--- src/rtl/dilx_consts.vh ---
// Constants for the DS1 idle/loopback select and DS2 X-bit status block
`ifndef DILX_CONSTS_VH
`define DILX_CONSTS_VH
// ==========================================
// Register indices; one aligned word each, byte address is four times the index
`define DILX_IDX_IDLE_CODE   8'h02
`define DILX_IDX_XBIT_STAT   8'h14
`define DILX_IDX_LOOP_CODE   8'h1E
// Register byte addresses
`define DILX_OFF_IDLE_CODE   8'h08
`define DILX_OFF_IDLE_SEL    8'h38
`define DILX_OFF_XBIT_STAT   8'h50
`define DILX_OFF_LOOP_CODE   8'h78
`define DILX_OFF_LOOP_MAP    8'h3C
// ==========================================
// Field positions
`define DILX_IDLE_LO_BIT     0
`define DILX_IDLE_HI_BIT     1
`define DILX_XBIT_MSB        6
`define DILX_NUM_CH          4
// ==========================================
// Reset values
`define DILX_RST_IDLE_CODE   2'h0
`define DILX_RST_IDLE_SEL    4'h0
`define DILX_RST_LOOP_MAP    4'h0
`define DILX_RST_LOOP_CODE   8'h00
// ==========================================
// Fifo
`define DILX_FIFO_DEPTH      16
`define DILX_FIFO_AW         4
`endif

--- src/rtl/dilx_top.v ---
// DS1 transmit source select, idle pattern, loopback and DS2 X-bit status
// Each register is one aligned 32-bit word; the byte address is four
// times the register index, so index 1E sits at byte address 78.
// Data sits in the low bits of the word, upper bits read zero.
//
// All line inputs come from outside the clock domain and pass two
// flip-flops before the source select reads them. The transmit path
// therefore lags its chosen input by three clock cycles in total.
//
// The received X-bits are queued on every change so that a reader
// does not miss a short change between two register reads. A change
// that meets a full queue sets a sticky overflow flag; a write to the
// X-bit status word clears it, but a new overflow in the same cycle
// wins over the clear.
`timescale 1ns/100ps
`include "dilx_consts.vh"
`default_nettype none

// ==========================================
// Synchronous FIFO with valid/ready on both sides
module dilx_fifo #(
   parameter W  = 8,
   parameter D  = 16,
   parameter AW = 4
) (
   input  wire          pclk,
   input  wire          presetn,
   input  wire [W-1:0]  in_data,
   input  wire          in_valid,
   output wire          in_ready,
   output wire [W-1:0]  out_data,
   output wire          out_valid,
   input  wire          out_ready
);
   reg [W-1:0]  mem [0:D-1];
   reg [AW-1:0] wp_reg;
   reg [AW-1:0] rp_reg;
   reg [AW:0]   cnt_reg;
   wire         push;
   wire         pop;

   // Fill level that marks the queue as full, at the width of the count
   localparam [AW:0] FULL_LVL = D;

   // Honest full and empty from the fill count
   // The count is one bit wider than the pointers, so full and empty
   // never alias when the pointers meet.
   assign in_ready  = (cnt_reg != FULL_LVL);
   assign out_valid = (cnt_reg != {(AW+1){1'b0}});
   assign out_data  = mem[rp_reg];
   assign push      = in_valid & in_ready;
   assign pop       = out_valid & out_ready;

   // Storage write
   always @(posedge pclk) begin
      if (push) begin
         mem[wp_reg] <= in_data;
      end
   end

   // Pointers and count
   always @(posedge pclk or negedge presetn) begin
      if (!presetn) begin
         wp_reg  <= {AW{1'b0}};
         rp_reg  <= {AW{1'b0}};
         cnt_reg <= {(AW+1){1'b0}};
      end else begin
         if (push) begin
            wp_reg <= wp_reg + 1'b1;
         end
         if (pop) begin
            rp_reg <= rp_reg + 1'b1;
         end
         if (push & ~pop) begin
            cnt_reg <= cnt_reg + 1'b1;
         end else if (pop & ~push) begin
            cnt_reg <= cnt_reg - 1'b1;
         end
      end
   end
endmodule

// ==========================================
// Register bank and per-channel transmit source select
module dilx_top (
   input  wire        pclk,
   input  wire        presetn,
   input  wire        psel,
   input  wire        penable,
   input  wire        pwrite,
   input  wire [7:0]  paddr,
   input  wire [31:0] pwdata,
   output reg  [31:0] prdata,
   output reg         pready,
   output reg         pslverr,
   input  wire [3:0]  ds1_tx_data_in,
   input  wire [3:0]  ds1_tx_clock_in,
   input  wire [3:0]  ds1_rx_data_in,
   input  wire [3:0]  ds1_rx_clock_in,
   input  wire [3:0]  idle_data_in,
   input  wire [3:0]  idle_clock_in,
   input  wire [6:0]  rx_ds2_xbit_in,
   output reg  [1:0]  idle_code_sel,
   output reg  [7:0]  loop_code,
   output reg  [3:0]  ds1_tx_data_out,
   output reg  [3:0]  ds1_tx_clock_out,
   output wire [7:0]  fifo_data,
   output wire        fifo_valid,
   input  wire        fifo_ready,
   output reg         fifo_overflow
);
   localparam N = `DILX_NUM_CH;

   reg  [N-1:0] channel_idle_select_reg;
   reg  [N-1:0] loop_map_reg;
   reg  [6:0]   xs1_reg;
   reg  [6:0]   rx_ds2_xbit_state_reg;
   reg  [N-1:0] s1_reg [0:5];
   reg  [N-1:0] s2_reg [0:5];
   wire [N-1:0] dat_next;
   wire [N-1:0] clk_next;
   reg  [7:0]   xbit_prev_reg;
   wire         acc;
   wire         wr;
   wire         rd;
   wire         hit;
   wire         xb_in_ready;
   wire [7:0]   xbit_word;
   integer      k;
   genvar       g;

   assign acc = psel & penable;
   assign wr  = acc & pwrite;
   assign rd  = acc & ~pwrite;
   assign hit = (paddr == `DILX_OFF_IDLE_CODE) | (paddr == `DILX_OFF_IDLE_SEL) |
                (paddr == `DILX_OFF_XBIT_STAT) | (paddr == `DILX_OFF_LOOP_CODE) |
                (paddr == `DILX_OFF_LOOP_MAP);
   // Bit 7 reads zero; bits 6..0 are live X-bits
   assign xbit_word = {1'b0, rx_ds2_xbit_state_reg};

   // Two-flop synchronisers for the pin inputs
   always @(posedge pclk or negedge presetn) begin
      if (!presetn) begin
         for (k = 0; k < 6; k = k + 1) begin
            s1_reg[k] <= {N{1'b0}};
            s2_reg[k] <= {N{1'b0}};
         end
         xs1_reg               <= 7'h00;
         rx_ds2_xbit_state_reg <= 7'h00;
      end else begin
         s1_reg[0] <= ds1_tx_data_in;
         s1_reg[1] <= ds1_tx_clock_in;
         s1_reg[2] <= ds1_rx_data_in;
         s1_reg[3] <= ds1_rx_clock_in;
         s1_reg[4] <= idle_data_in;
         s1_reg[5] <= idle_clock_in;
         for (k = 0; k < 6; k = k + 1) begin
            s2_reg[k] <= s1_reg[k];
         end
         xs1_reg               <= rx_ds2_xbit_in;
         rx_ds2_xbit_state_reg <= xs1_reg;
      end
   end

   // APB register writes, zero wait states
   always @(posedge pclk or negedge presetn) begin
      if (!presetn) begin
         idle_code_sel           <= `DILX_RST_IDLE_CODE;
         channel_idle_select_reg <= `DILX_RST_IDLE_SEL;
         loop_map_reg            <= `DILX_RST_LOOP_MAP;
         loop_code               <= `DILX_RST_LOOP_CODE;
      end else if (wr) begin
         case (paddr)
            `DILX_OFF_IDLE_CODE: begin
               idle_code_sel <= {pwdata[`DILX_IDLE_HI_BIT], pwdata[`DILX_IDLE_LO_BIT]};
            end
            `DILX_OFF_IDLE_SEL: begin
               channel_idle_select_reg <= pwdata[N-1:0];
            end
            `DILX_OFF_LOOP_CODE: begin
               loop_code <= pwdata[7:0];
            end
            `DILX_OFF_LOOP_MAP: begin
               loop_map_reg <= pwdata[N-1:0];
            end
            default: begin
               loop_code <= loop_code;
            end
         endcase
      end
   end

   // APB read data and response
   always @(posedge pclk or negedge presetn) begin
      if (!presetn) begin
         prdata  <= 32'h0000_0000;
         pready  <= 1'b0;
         pslverr <= 1'b0;
      end else begin
         pready  <= psel & ~penable;
         pslverr <= psel & ~penable & ~hit;
         prdata  <= 32'h0000_0000;
         if (psel & ~penable & ~pwrite) begin
            case (paddr)
               `DILX_OFF_IDLE_CODE: prdata <= {{30{1'b0}}, idle_code_sel};
               `DILX_OFF_IDLE_SEL:  prdata <= {{28{1'b0}}, channel_idle_select_reg};
               `DILX_OFF_XBIT_STAT: prdata <= {{24{1'b0}}, xbit_word};
               `DILX_OFF_LOOP_CODE: prdata <= {{24{1'b0}}, loop_code};
               `DILX_OFF_LOOP_MAP:  prdata <= {{28{1'b0}}, loop_map_reg};
               default:             prdata <= 32'h0000_0000;
            endcase
         end
      end
   end

   // ==========================================
   // Per-channel transmit source mux
   // Select zero takes the channel's own data and clock. Select one
   // sends the idle pattern, unless the loopback map marks the channel,
   // in which case the received signal goes back out instead.
   // Only synchronised copies are read, so a change of select never
   // meets a metastable pin value.
   generate
      for (g = 0; g < N; g = g + 1) begin : g_src
         wire own_d;
         wire own_c;
         wire alt_d;
         wire alt_c;

         // Own transmit leads of this channel
         assign own_d = s2_reg[0][g];
         assign own_c = s2_reg[1][g];

         // Loopback of the received signal, or the idle pattern
         assign alt_d = loop_map_reg[g] ? s2_reg[2][g] : s2_reg[4][g];
         assign alt_c = loop_map_reg[g] ? s2_reg[3][g] : s2_reg[5][g];

         // Idle select picks between the two
         assign dat_next[g] = channel_idle_select_reg[g] ? alt_d : own_d;
         assign clk_next[g] = channel_idle_select_reg[g] ? alt_c : own_c;
      end
   endgenerate

   // ==========================================
   // Registered transmit outputs and X-bit change tracking
   // The overflow flag is set ahead of the clear so that an overflow
   // landing in the clearing cycle is not lost.
   always @(posedge pclk or negedge presetn) begin
      if (!presetn) begin
         ds1_tx_data_out  <= {N{1'b0}};
         ds1_tx_clock_out <= {N{1'b0}};
         xbit_prev_reg    <= 8'h00;
         fifo_overflow    <= 1'b0;
      end else begin
         ds1_tx_data_out  <= dat_next;
         ds1_tx_clock_out <= clk_next;
         xbit_prev_reg    <= xbit_word;
         if ((xbit_word != xbit_prev_reg) & ~xb_in_ready) begin
            fifo_overflow <= 1'b1;
         end else if (wr & (paddr == `DILX_OFF_XBIT_STAT)) begin
            fifo_overflow <= 1'b0;
         end
      end
   end

   // ==========================================
   // Each change of the received X-bits is queued for a reader while the queue is not full
   // Words carry bit 7 as zero; the reader pops with fifo_ready.
   dilx_fifo #(
      .W  (8),
      .D  (`DILX_FIFO_DEPTH),
      .AW (`DILX_FIFO_AW)
   ) u_fifo (
      .pclk      (pclk),
      .presetn   (presetn),
      .in_data   (xbit_word),
      .in_valid  (xbit_word != xbit_prev_reg),
      .in_ready  (xb_in_ready),
      .out_data  (fifo_data),
      .out_valid (fifo_valid),
      .out_ready (fifo_ready)
   );
endmodule
`default_nettype wire

--- config.mk ---
export PLATFORM = sky130hd
export DESIGN_NAME = dilx_top
export DESIGN_NICKNAME = d
export VERILOG_FILES = /design/src/rtl/dilx_top.v
export VERILOG_INCLUDE_DIRS = /design/src /design/src/rtl
export SDC_FILE = /design/constraint.sdc
export NUM_CORES = 1
export LEC_CHECK = 0
export BUFFER_PORTS_ARGS = -buffer_cell sky130_fd_sc_hd__buf_4
export CORE_MARGIN = 2
export CORE_UTILIZATION = 50
export CTS_BUF_LIST = sky130_fd_sc_hd__clkbuf_16
export CTS_CLUSTER_DIAMETER = 80
export DETAILED_ROUTE_END_ITERATION = 10
export PLACE_DENSITY = 0.7
export SLEW_MARGIN = 20
export SYNTH_ARGS = -nofsm -noshare
export SYNTH_HDL_FRONTEND = slang
export SYNTH_SLANG_ARGS = --single-unit
--- constraint.sdc ---
create_clock -name pclk -period 3.7 [get_ports pclk]
set_clock_uncertainty 0.1 [all_clocks]
set_input_delay 0.555 -clock pclk [delete_from_list [all_inputs] [get_ports pclk]]
set_output_delay 0.555 -clock pclk [all_outputs]
set_load 0.02 [all_outputs]
==> results of run 1 <==
==> logic make-up after synthesis <==
kind of cell / Yosys count / synth area share (%)
buf+inv: 44 / 3.15
compound gates: 55 / 4.60
other cells: 1 / 0.0428
mux: 58 / 10.9
flops: 231 / 72.3
simple gates: 93 / 5.84
fa+ha+maj: 10 / 1.51
xor+xnor: 16 / 1.60
==> power by group <==
group          leakage, nW  internal (mW)  switching (mW)
Clock                0.373           1.34           0.906
Sequential            2.46           3.07           0.228
Combinational         1.40          0.814           0.956
==> area by class of cell <==
cell class	instances	area, µm²
inverters	5	18.8
repair buffers	100	776
flip-flops and latches	231	6340
multi-input cells	257	2240
well taps	225	282
clock inverters	18	160
clock buffers	23	576
fillers	1263	6840
==> routing by layer <==
layer / vias to the layer above / global-route usage, %
met1: 2384 / 25.9
met2: 172 / 31.5
met4: 0 / 4.22
li1: 2093 / -
met3: 24 / 5.15
met5: - / 0
==> final timing paths <==
| check | to | slack (ns) | depth (start not counted) |
|---|---|---|---|
| max in group asynchronous | g_src[1].own_c | 2.68 | 2 |
| worst min register to register | rx_ds2_xbit_state_reg[6] | 0.24 | 0 |
| worst max register to register | u_fifo.cnt_reg[4] | 0.48 | 9 |
| min in group pclk | s1_reg[0] | 0.07 | 1 |
| worst max-delay path | u_fifo.cnt_reg[4] | 0.48 | 9 |
| worst min-delay path | s2_reg[10] | 0.04 | 1 |
==> cells in the final DEF, fill, tap and decap left out, types with 13 or more instances in the layout <==
cell	count
sky130_fd_sc_hd__dfrtp_1	118
sky130_fd_sc_hd__edfxtp_1	112
sky130_fd_sc_hd__buf_4	98
sky130_fd_sc_hd__mux4_2	28
sky130_fd_sc_hd__conb_1	25
sky130_fd_sc_hd__clkbuf_16	23
sky130_fd_sc_hd__nor2_1	19
sky130_fd_sc_hd__a22oi_1	18
sky130_fd_sc_hd__nand2_1	18
sky130_fd_sc_hd__and3_1	18
sky130_fd_sc_hd__xnor2_1	14
sky130_fd_sc_hd__mux2_2	13
==> stage by stage <==
step	util [%]	hold slack, ns
after floorplan	-	0.159
after global placement	56.0	0.231
after detailed placement	56.0	0.235
after CTS	60.3	0.0517
after global routing	60.3	0.0497
final	60.3	0.0398
==> results.sh, run 1 <==
export IMPL_run_status="finished, final reports clean"
export IMPL_hold_path_class="input pin to asynchronous set/reset pin"
export IMPL_max_stage_delay_ns=0.78
export IMPL_initial_core_util_pct=50.9
export IMPL_nNetsFinal=705
export IMPL_critical_path_slowest_cell="sky130_fd_sc_hd__dfrtp_1"
export IMPL_layout_cells_non_filler=859
export IMPL_critPathLaunchType="register"
export IMPL_grt_overflow_total=0
export IMPL_final_hold_viol_count=0
export IMPL_grt_pass1_vias=4871
export IMPL_cts_path_max_buffers=3
export IMPL_drt_pre_antenna_iters=6
export IMPL_cts_num_sinks=231
export IMPL_crit_reg2reg_launch="rx_ds2_xbit_state_reg[5]"
export IMPL_chipHeight_um=136
export IMPL_drt_wl_total_mm=17.1
export IMPL_cts_htree_levels=1
export IMPL_clkSlewWorstSetupHoldPaths_ns=0.06
export IMPL_routed_via_count=4673
export IMPL_synth_async_sr_flop_share_pct=51.5
export IMPL_average_size_of_a_mapped_cell_um2=17.3
export IMPL_placement_rows=48
export IMPL_detailedPlace_worstSlack_ns=0.538
export IMPL_finalMaxSlewViolations=0
export IMPL_detail_route_iter0_violations=277
export IMPL_die_outline_area_um2=18600
export IMPL_max_cap_viol_count=0
export IMPL_antenna_fix_cells=0
export IMPL_clk_latency_ns=0.50
export IMPL_timing_setup_tns_ns=0
export IMPL_placed_cells=818
export IMPL_layout_drive_gt1_share_pct=28.5
export IMPL_powerDensity_nw_per_um2=703
export IMPL_synthesis_warnings=0
export IMPL_post_cts_resized=0
export IMPL_worst_setup_path_startpoint="rx_ds2_xbit_state_reg[5]"
export IMPL_relSlewSlack_pct=48.0
export IMPL_timing_worst_setup_path_type="register to register"
export IMPL_p_total_mw=7.31
export IMPL_global_route_usage_total_pct=19.2
export IMPL_synth_top_cells_by_count="119 x sky130_fd_sc_hd__dfrtp_1, 112 x sky130_fd_sc_hd__edfxtp_1, 28 x sky130_fd_sc_hd__mux4_2"
export IMPL_worstPathCellList="xnor2_1 > nand4_1 > o21a_1 > ha_1 > inv_1 > fa_1 > a21o_1 > a2111oi_0 > o31ai_1"
export IMPL_route_antenna_remaining_nets=0
export IMPL_synth_seq_area_share_pct=72.3
export IMPL_antenna_found_initial=0
export IMPL_design_area_um2=10400
export IMPL_tritoncts_num_buffers=23
export IMPL_syn_cell_area_um2=8770
export IMPL_grt_max_degree=62
export IMPL_syn_to_final_growth_pct=18.6
export IMPL_timing_worst_slew_pin_value_ns=0.780
export IMPL_tritoncts="yes"
export IMPL_routed_via_density=5.44
export IMPL_postLayoutSetupSlackWorst_ns=0.479
export IMPL_min_period_ns=3.22
export IMPL_yosys_cell_types_count=54
export IMPL_synthMostInstantiatedCell="sky130_fd_sc_hd__dfrtp_1"
export IMPL_die_width_um=136
export IMPL_root_buffer="sky130_fd_sc_hd__clkbuf_16"
export IMPL_path_buf_inv=1
export IMPL_post_synth_main_area_contributors="sky130_fd_sc_hd__edfxtp_1 38%, sky130_fd_sc_hd__dfrtp_1 34%, sky130_fd_sc_hd__mux4_2 7.2%"
export IMPL_cp_top_family="compound AO/OA/AOI/OAI gates"
export IMPL_endpoint_kind="register"
export IMPL_synth_top_area_share_pct=38.4
export IMPL_met1Wirelength_mm=7.02
export IMPL_min_period_over_period_pct=87.1
export IMPL_post_cts_hold_buffer_count=0
export IMPL_met2RoutedLength_mm=8.50
export IMPL_topRoutingLayerUsed="met4"
export IMPL_cts_repair_timing_setup_buffer_count=0
export IMPL_yosys_most_used_dff="sky130_fd_sc_hd__dfrtp_1"
export IMPL_worstPathArrival_ns=3.48
export IMPL_vdd_ir_drop_worst_mv=0.438
export IMPL_max_freq_ghz=0.310
export IMPL_met3RoutedLength_mm=1.27
export IMPL_rsz0062_at_grt="false"
export IMPL_syn_inst=508
export IMPL_dp_final_hpwl_mm=11.4
export IMPL_placement_io_buffers=89
export IMPL_post_dp_cell_area_um2=9660
export IMPL_global_route_wire_length_before_repair_mm=26.8
export IMPL_gp_congestion=0.812
export IMPL_static_leakage_power_nw=4.24
export IMPL_drc_errors=0
export IMPL_fp_coreArea_um2=17200
export IMPL_largest_register_ff_count=112
export IMPL_synth_edff_count=112
export IMPL_worst_path_max_fanout=19
export IMPL_synth_ff_latch_count=231
export IMPL_ios=139
export IMPL_finalSetupViolations=0
export IMPL_synth_top_cell_by_area="sky130_fd_sc_hd__edfxtp_1"
export IMPL_wl_per_cell_um=19.9
export IMPL_crit_path_required_time_ns=3.96
No activity file was read; power rests on OpenSTA's default activity.
==> run 2: changes to the inputs <==
--- a/config.mk
+++ b/config.mk
@@ -9,4 +9,6 @@
 export BUFFER_PORTS_ARGS = -buffer_cell sky130_fd_sc_hd__buf_4
+export CELL_PAD_IN_SITES_DETAIL_PLACEMENT = 0
+export CELL_PAD_IN_SITES_GLOBAL_PLACEMENT = 2
 export CORE_MARGIN = 2
-export CORE_UTILIZATION = 50
+export CORE_UTILIZATION = 41
 export CTS_BUF_LIST = sky130_fd_sc_hd__clkbuf_16
@@ -14,3 +16,3 @@
 export DETAILED_ROUTE_END_ITERATION = 10
-export PLACE_DENSITY = 0.7
+export PLACE_DENSITY = 0.77
 export SLEW_MARGIN = 20
--- a/constraint.sdc
+++ b/constraint.sdc
@@ -4,2 +4,2 @@
 set_output_delay 0.555 -clock pclk [all_outputs]
-set_load 0.02 [all_outputs]
+set_load 0.1 [all_outputs]
==> results.sh, run 2 (same netlist as run 1, synthesis figures left out) <==
export IMPL_crit_reg2reg_launch="u_fifo.cnt_reg[0]"
export IMPL_critPathLaunchType="register"
export IMPL_finalMaxSlewViolations=0
export IMPL_grt_max_degree=62
export IMPL_vdd_ir_drop_worst_mv=0.465
export IMPL_grt_pass1_vias=4887
export IMPL_routed_via_density=5.00
export IMPL_root_buffer="sky130_fd_sc_hd__clkbuf_16"
export IMPL_crit_path_required_time_ns=3.04
export IMPL_fill_cells=1750
export IMPL_max_freq_ghz=0.302
export IMPL_tritoncts_num_buffers=24
export IMPL_endpoint_kind="primary output"
export IMPL_nNetsFinal=707
export IMPL_routed_via_count=4552
export IMPL_relSlewSlack_pct=49.4
export IMPL_largest_register_ff_count=112
export IMPL_worstPathCellList="buf_4 > mux4_2 > a22oi_1 > nand2_1 > buf_4"
export IMPL_ios=139
export IMPL_rsz0062_at_grt="false"
export IMPL_hold_path_class="input pin to asynchronous set/reset pin"
export IMPL_min_period_ns=3.31
export IMPL_fp_coreArea_um2=21000
export IMPL_antenna_fix_cells=0
export IMPL_detail_route_iter0_violations=204
export IMPL_antenna_found_initial=0
export IMPL_layout_drive_gt1_share_pct=28.5
export IMPL_timing_setup_tns_ns=0
export IMPL_critical_path_slowest_cell="sky130_fd_sc_hd__dfrtp_2"
export IMPL_timing_worst_setup_path_type="register to primary output"
export IMPL_global_route_wire_length_before_repair_mm=26.8
export IMPL_post_cts_hold_buffer_count=0
export IMPL_drt_pre_antenna_iters=4
export IMPL_worstReg2RegEnd="u_fifo.cnt_reg[4]"
export IMPL_p_seq_share_pct=40.5
export IMPL_run_status="finished, final reports clean"
export IMPL_wl_per_cell_um=18.5
export IMPL_gp_congestion=0.763
export IMPL_die_outline_area_um2=22600
export IMPL_cts_htree_levels=1
export IMPL_placed_cells=869
export IMPL_timing_worst_slew_pin_value_ns=0.760
export IMPL_worstPathArrival_ns=2.65
export IMPL_p_int_mw=5.34
export IMPL_die_width_um=150
export IMPL_min_period_over_period_pct=89.4
export IMPL_clk_latency_ns=0.52
export IMPL_drc_errors=0
export IMPL_syn_to_final_growth_pct=19.8
export IMPL_cts_path_max_buffers=3
export IMPL_clkSlewWorstSetupHoldPaths_ns=0.06
export IMPL_power_frac_comb_pct=29.8
export IMPL_seq_area_um2=6340
export IMPL_p_sw_mw=2.73
export IMPL_layout_cells_non_filler=910
export IMPL_static_leakage_power_nw=4.27
export IMPL_share_clk_of_total_power_pct=29.7
export IMPL_chipHeight_um=150
export IMPL_powerDensity_nw_per_um2=769
export IMPL_multiInputGateArea_um2=2240
export IMPL_mostFrequentLayoutCells="118 x sky130_fd_sc_hd__dfrtp_1, 112 x sky130_fd_sc_hd__edfxtp_1, 101 x sky130_fd_sc_hd__buf_4"
export IMPL_dp_final_hpwl_mm=11.8
export IMPL_cts_num_sinks=231
export IMPL_worst_r2r_path_depth=8
export IMPL_tritoncts="yes"
export IMPL_global_route_usage_total_pct=15.5
export IMPL_final_hold_viol_count=0
export IMPL_grt_overflow_total=0
export IMPL_post_cts_resized=0
export IMPL_finalSetupViolations=0
export IMPL_sw_frac_of_total_pct=33.8
export IMPL_worst_path_most_repeated_cell="sky130_fd_sc_hd__buf_4"
export IMPL_placement_io_buffers=89
export IMPL_p_total_mw=8.07
export IMPL_max_stage_delay_ns=0.63
export IMPL_cts_repair_timing_setup_buffer_count=0
export IMPL_reg2reg_slack_ns=0.53
export IMPL_worst_path_max_fanout=14
export IMPL_drt_wl_total_mm=16.9
export IMPL_route_antenna_remaining_nets=0
export IMPL_initial_core_util_pct=41.7
export IMPL_placement_rows=53
export IMPL_mostFrequentLayoutCell="sky130_fd_sc_hd__dfrtp_1"
export IMPL_max_cap_viol_count=0
run 2: how the worst max path moves through the flow:
stage,from,endpoint,slack (ns),cells past startpoint
after floorplan,rx_ds2_xbit_state_reg[5],u_fifo.cnt_reg[4],0.81,10
after global placement,u_fifo.cnt_reg[0],u_fifo.cnt_reg[4],0.62,8
after detailed placement,u_fifo.cnt_reg[0],u_fifo.cnt_reg[4],0.55,8
after CTS,u_fifo.rp_reg[0],fifo_data[3],0.34,5
after global routing,u_fifo.rp_reg[0],fifo_data[3],0.22,5
final,u_fifo.rp_reg[0],fifo_data[3],0.39,5
run 2: power by group through the flow:
stage          combinational [mW]  sequential, mW  clock (mW)
5_1_grt                      2.58            3.32        2.56
3_5_place_dp                 2.44            3.33           0
4_1_cts                      2.45            3.28        2.45
6_report                     2.41            3.27        2.40
2_1_floorplan                1.88            3.29           0
3_3_place_gp                 2.40            3.30           0
run 2: per-layer routing:
metal / GRT usage, % / vias to the layer above / share of wire [%]
li1: - / 2100 / -
met3: 3.24 / 26 / 5.8
met5: 0 / - / 0
met1: 20.0 / 2302 / 41
met2: 26.8 / 124 / 51
met4: 3.96 / 0 / 2.0
run 2: critical path: cells and delay by family (launching register included):
kind                   cells  cell delay, ns
buffers and inverters      2            0.61
multiplexers               1            0.54
AO/OA/AOI/OAI              1            0.26
flip-flops                 1            0.63
AND/OR/NAND/NOR            1            0.11
run 2: area by class of cell:
| type | instances | area share, % |
|---|---|---|
| Sequential cell | 231 | 60.4 |
| Multi-Input combinational cell | 257 | 21.3 |
| Timing Repair Buffer | 101 | 7.22 |
| Clock buffer | 26 | 6.19 |
| Tap cell | 275 | 3.28 |
| Clock inverter | 15 | 1.43 |
| Inverter | 5 | 0.179 |
run 2: stage by stage:
step	setup slack, ns	hold WS [ns]	utilization (%)	area [µm²]
after detailed placement	0.546	0.235	46.2	9700
after CTS	0.338	0.0193	50.0	10500
final	0.393	0.0229	50.0	10500
after global placement	0.618	0.233	46.2	9700
after global routing	0.224	0.0221	50.0	10500
after floorplan	0.813	0.159	-	8860
==> run 3: changes to the inputs <==
- CORE_UTILIZATION: 41 -> 37
- PLACE_DENSITY: 0.77 -> 0.73
- SYNTH_HIERARCHICAL: default -> 1
- clock period: 3.7 -> 2.79 ns (I/O delays scaled with it)
==> results.sh, run 3 <==
export IMPL_cts_num_sinks=247
export IMPL_detail_route_iter0_violations=229
export IMPL_finalSetupViolations=0
export IMPL_static_leakage_power_nw=5.07
export IMPL_synthesis_warnings=6
export IMPL_routed_via_density=4.76
export IMPL_nNetsFinal=851
export IMPL_synth_top_cells_by_count="128 x sky130_fd_sc_hd__edfxtp_1, 119 x sky130_fd_sc_hd__dfrtp_1, 43 x sky130_fd_sc_hd__mux2i_1"
export IMPL_powerDensity_nw_per_um2=1070
export IMPL_hold_path_class="input pin to register"
export IMPL_chipHeight_um=165
export IMPL_die_outline_area_um2=27100
export IMPL_vdd_ir_drop_worst_mv=1.20
export IMPL_tritoncts="yes"
export IMPL_placement_rows=58
export IMPL_drt_pre_antenna_iters=4
export IMPL_synth_async_sr_flop_share_pct=48.2
export IMPL_relSlewSlack_pct=41.3
export IMPL_seq_area_um2=6820
export IMPL_crit_path_required_time_ns=2.27
export IMPL_worst_r2r_path_depth=12
export IMPL_critPathLaunchType="register"
export IMPL_post_dp_cell_area_um2=10700
export IMPL_synth_ff_latch_count=247
export IMPL_critical_path_slowest_cell="sky130_fd_sc_hd__mux4_2"
export IMPL_rsz0062_at_grt="true"
export IMPL_synth_seq_area_share_pct=71.4
export IMPL_grt_max_degree=76
export IMPL_root_buffer="sky130_fd_sc_hd__clkbuf_16"
export IMPL_global_route_usage_total_pct=14.7
export IMPL_design_area_um2=12400
export IMPL_syn_to_final_growth_pct=29.4
export IMPL_synth_top_cell_by_area="sky130_fd_sc_hd__edfxtp_1"
export IMPL_p_total_mw=13.2
export IMPL_cts_path_max_buffers=3
export IMPL_worst_path_max_fanout=8
export IMPL_mostFrequentLayoutCell="sky130_fd_sc_hd__edfxtp_1"
export IMPL_yosys_cell_types_count=54
export IMPL_timing_worst_setup_path_type="register to primary output"
export IMPL_ios=139
export IMPL_grt_overflow_total=0
export IMPL_global_route_wire_length_before_repair_mm=30.1
export IMPL_synth_top_area_share_pct=40.2
export IMPL_post_synth_main_area_contributors="sky130_fd_sc_hd__edfxtp_1 40%, sky130_fd_sc_hd__dfrtp_1 31%, sky130_fd_sc_hd__mux2i_1 4.5%"
export IMPL_timing_setup_tns_ns=0
export IMPL_largest_register_ff_count=128
export IMPL_drc_errors=0
export IMPL_gp_congestion=0.728
export IMPL_max_freq_ghz=0.360
export IMPL_reg2reg_slack_ns=0.17
export IMPL_max_cap_viol_count=0
export IMPL_worst_path_most_repeated_cell="sky130_fd_sc_hd__buf_12"
export IMPL_fp_coreArea_um2=25300
export IMPL_cts_htree_levels=1
export IMPL_syn_cell_area_um2=9550
export IMPL_timing_worst_slew_pin_value_ns=0.878
export IMPL_dp_final_hpwl_mm=12.7
export IMPL_synthMostInstantiatedCell="sky130_fd_sc_hd__edfxtp_1"
export IMPL_worstPathArrival_ns=2.26
export IMPL_tritoncts_num_buffers=26
export IMPL_layout_cells_non_filler=1112
export IMPL_min_period_over_period_pct=99.7
export IMPL_wl_per_cell_um=17.6
export IMPL_average_size_of_a_mapped_cell_um2=16.8
export IMPL_yosys_most_used_dff="sky130_fd_sc_hd__edfxtp_1"
export IMPL_layout_drive_gt1_share_pct=34.0
export IMPL_worstPathCellList="buf_12 > mux4_2 > a22oi_2 > nand2_1 > buf_12"
export IMPL_placed_cells=1013
export IMPL_drt_wl_total_mm=19.6
export IMPL_clkSlewWorstSetupHoldPaths_ns=0.06
export IMPL_antenna_found_initial=0
export IMPL_synth_edff_count=128
export IMPL_antenna_fix_cells=0
export IMPL_run_status="finished, final reports clean"
export IMPL_crit_reg2reg_launch="rx_ds2_xbit_state_reg[4]"
export IMPL_mostFrequentLayoutCells="128 x sky130_fd_sc_hd__edfxtp_1, 123 x sky130_fd_sc_hd__buf_4, 117 x sky130_fd_sc_hd__dfrtp_1"
export IMPL_route_antenna_remaining_nets=0
export IMPL_clk_latency_ns=0.53
export IMPL_grt_pass1_vias=5414
export IMPL_endpoint_kind="primary output"
export IMPL_initial_core_util_pct=37.8
export IMPL_syn_inst=570
export IMPL_placement_io_buffers=90
export IMPL_fill_cells=2151
export IMPL_finalMaxSlewViolations=0
export IMPL_min_period_ns=2.78
export IMPL_multiInputGateArea_um2=2690
export IMPL_critical_path_destination="fifo_data[6]"
export IMPL_die_width_um=165
export IMPL_utilization_after_layout_pct=48.9
export IMPL_routed_via_count=5289
export IMPL_worstReg2RegEnd="u_fifo/cnt_reg[4]"
export IMPL_max_stage_delay_ns=0.53
export IMPL_worst_setup_path_startpoint="u_fifo/rp_reg[0]"
export IMPL_final_hold_viol_count=0
==> run 3: cell types whose count changed after synthesis, moves of 5 or more <==
cell                       change
sky130_fd_sc_hd__mux2_1        -7
sky130_fd_sc_hd__and3_1       -15
sky130_fd_sc_hd__edfxtp_1     +16
sky130_fd_sc_hd__buf_6         +6
sky130_fd_sc_hd__a221oi_1      +5
sky130_fd_sc_hd__o21ai_0       +6
sky130_fd_sc_hd__mux2_2        +6
sky130_fd_sc_hd__mux2i_1      +34
sky130_fd_sc_hd__mux4_2       -12
sky130_fd_sc_hd__nor2_1       +10
sky130_fd_sc_hd__a221oi_2      +9
==> run 3: worst min-delay path by stage <==
stage | start | to | slack, ns | cells after the start
after floorplan | presetn | channel_idle_select_reg[0] | 0.02 | 0
after global placement | presetn | s1_reg[9] | 0.16 | 1
after detailed placement | presetn | s1_reg[5] | 0.16 | 1
after CTS | pwdata[7] | loop_code[7] | 0.008 | 2
after global routing | pwdata[5] | loop_code[5] | 0.01 | 2
final | pwdata[7] | loop_code[7] | 0.03 | 2
==> run 3: logic make-up (layout without fill, tap and decap cells) <==
group | count (synthesis) | after routing | share of synthesized area (%)
flip-flops | 247 | 247 | 71.4
AND/OR/NAND/NOR | 93 | 94 | 5.25
multiplexers | 79 | 79 | 10.6
AO/OA/AOI/OAI | 71 | 71 | 5.88
buffers and inverters | 52 | 224 | 3.84
XOR/XNOR | 17 | 17 | 1.56
adder cells (fa/ha/maj) | 10 | 10 | 1.39
other | 1 | 40 | 0.0393
==> run 3: power by group <==
group	switching [mW]	internal [mW]	total, mW
logic	3.03	2.09	5.12
registers	0.293	4.39	4.69
clock network	1.34	2.02	3.35
total	4.66	8.50	13.2
==> run 3: area by class of cell <==
class | count | share of cell area (%)
Clock inverter | 19 | 1.36
Multi-Input combinational cell | 311 | 21.7
Timing Repair Buffer | 171 | 12.7
Sequential cell | 247 | 55.2
Tap cell | 330 | 3.34
Inverter | 7 | 0.213
Clock buffer | 27 | 5.47
==> run 3: metal layers <==
layer	vias up	part of all wire (%)	GRT usage (%)
met4	0	2.1	3.83
met1	2682	41	18.5
met3	29	5.5	3.19
met2	121	52	25.9
met5	-	0	0
li1	2457	-	-
==> run 3: worst max-delay path: cells and delay by family (launching register included) <==
| family | cells | cell delay [ns] |
|---|---|---|
| mux | 1 | 0.53 |
| compound gates | 1 | 0.19 |
| buf+inv | 2 | 0.38 |
| flops | 1 | 0.51 |
| simple gates | 1 | 0.13 |
==> run 3: timing repair <==
| item | in CTS | in global routing |
|---|---|---|
| gates cloned | 2 | 1 |
| gates resized for setup | 27 | 33 |
| hold buffers | 32 | 0 |
| setup endpoints to repair | 9 | 10 |
| endpoints found under the hold margin | 150 | 0 |
| pin swaps | 3 | 18 |
| buffers inserted | 4 | 15 |
==> run 3: stage by stage <==
step | worst slack (ns) | hold slack, ns
after detailed placement | 0.0224 | 0.162
final | 0.00879 | 0.0263
after global routing | -0.0981 | 0.0129
after floorplan | 0.0154 | 0.0229
after CTS | -0.0336 | 0.00766
after global placement | -0.0167 | 0.161
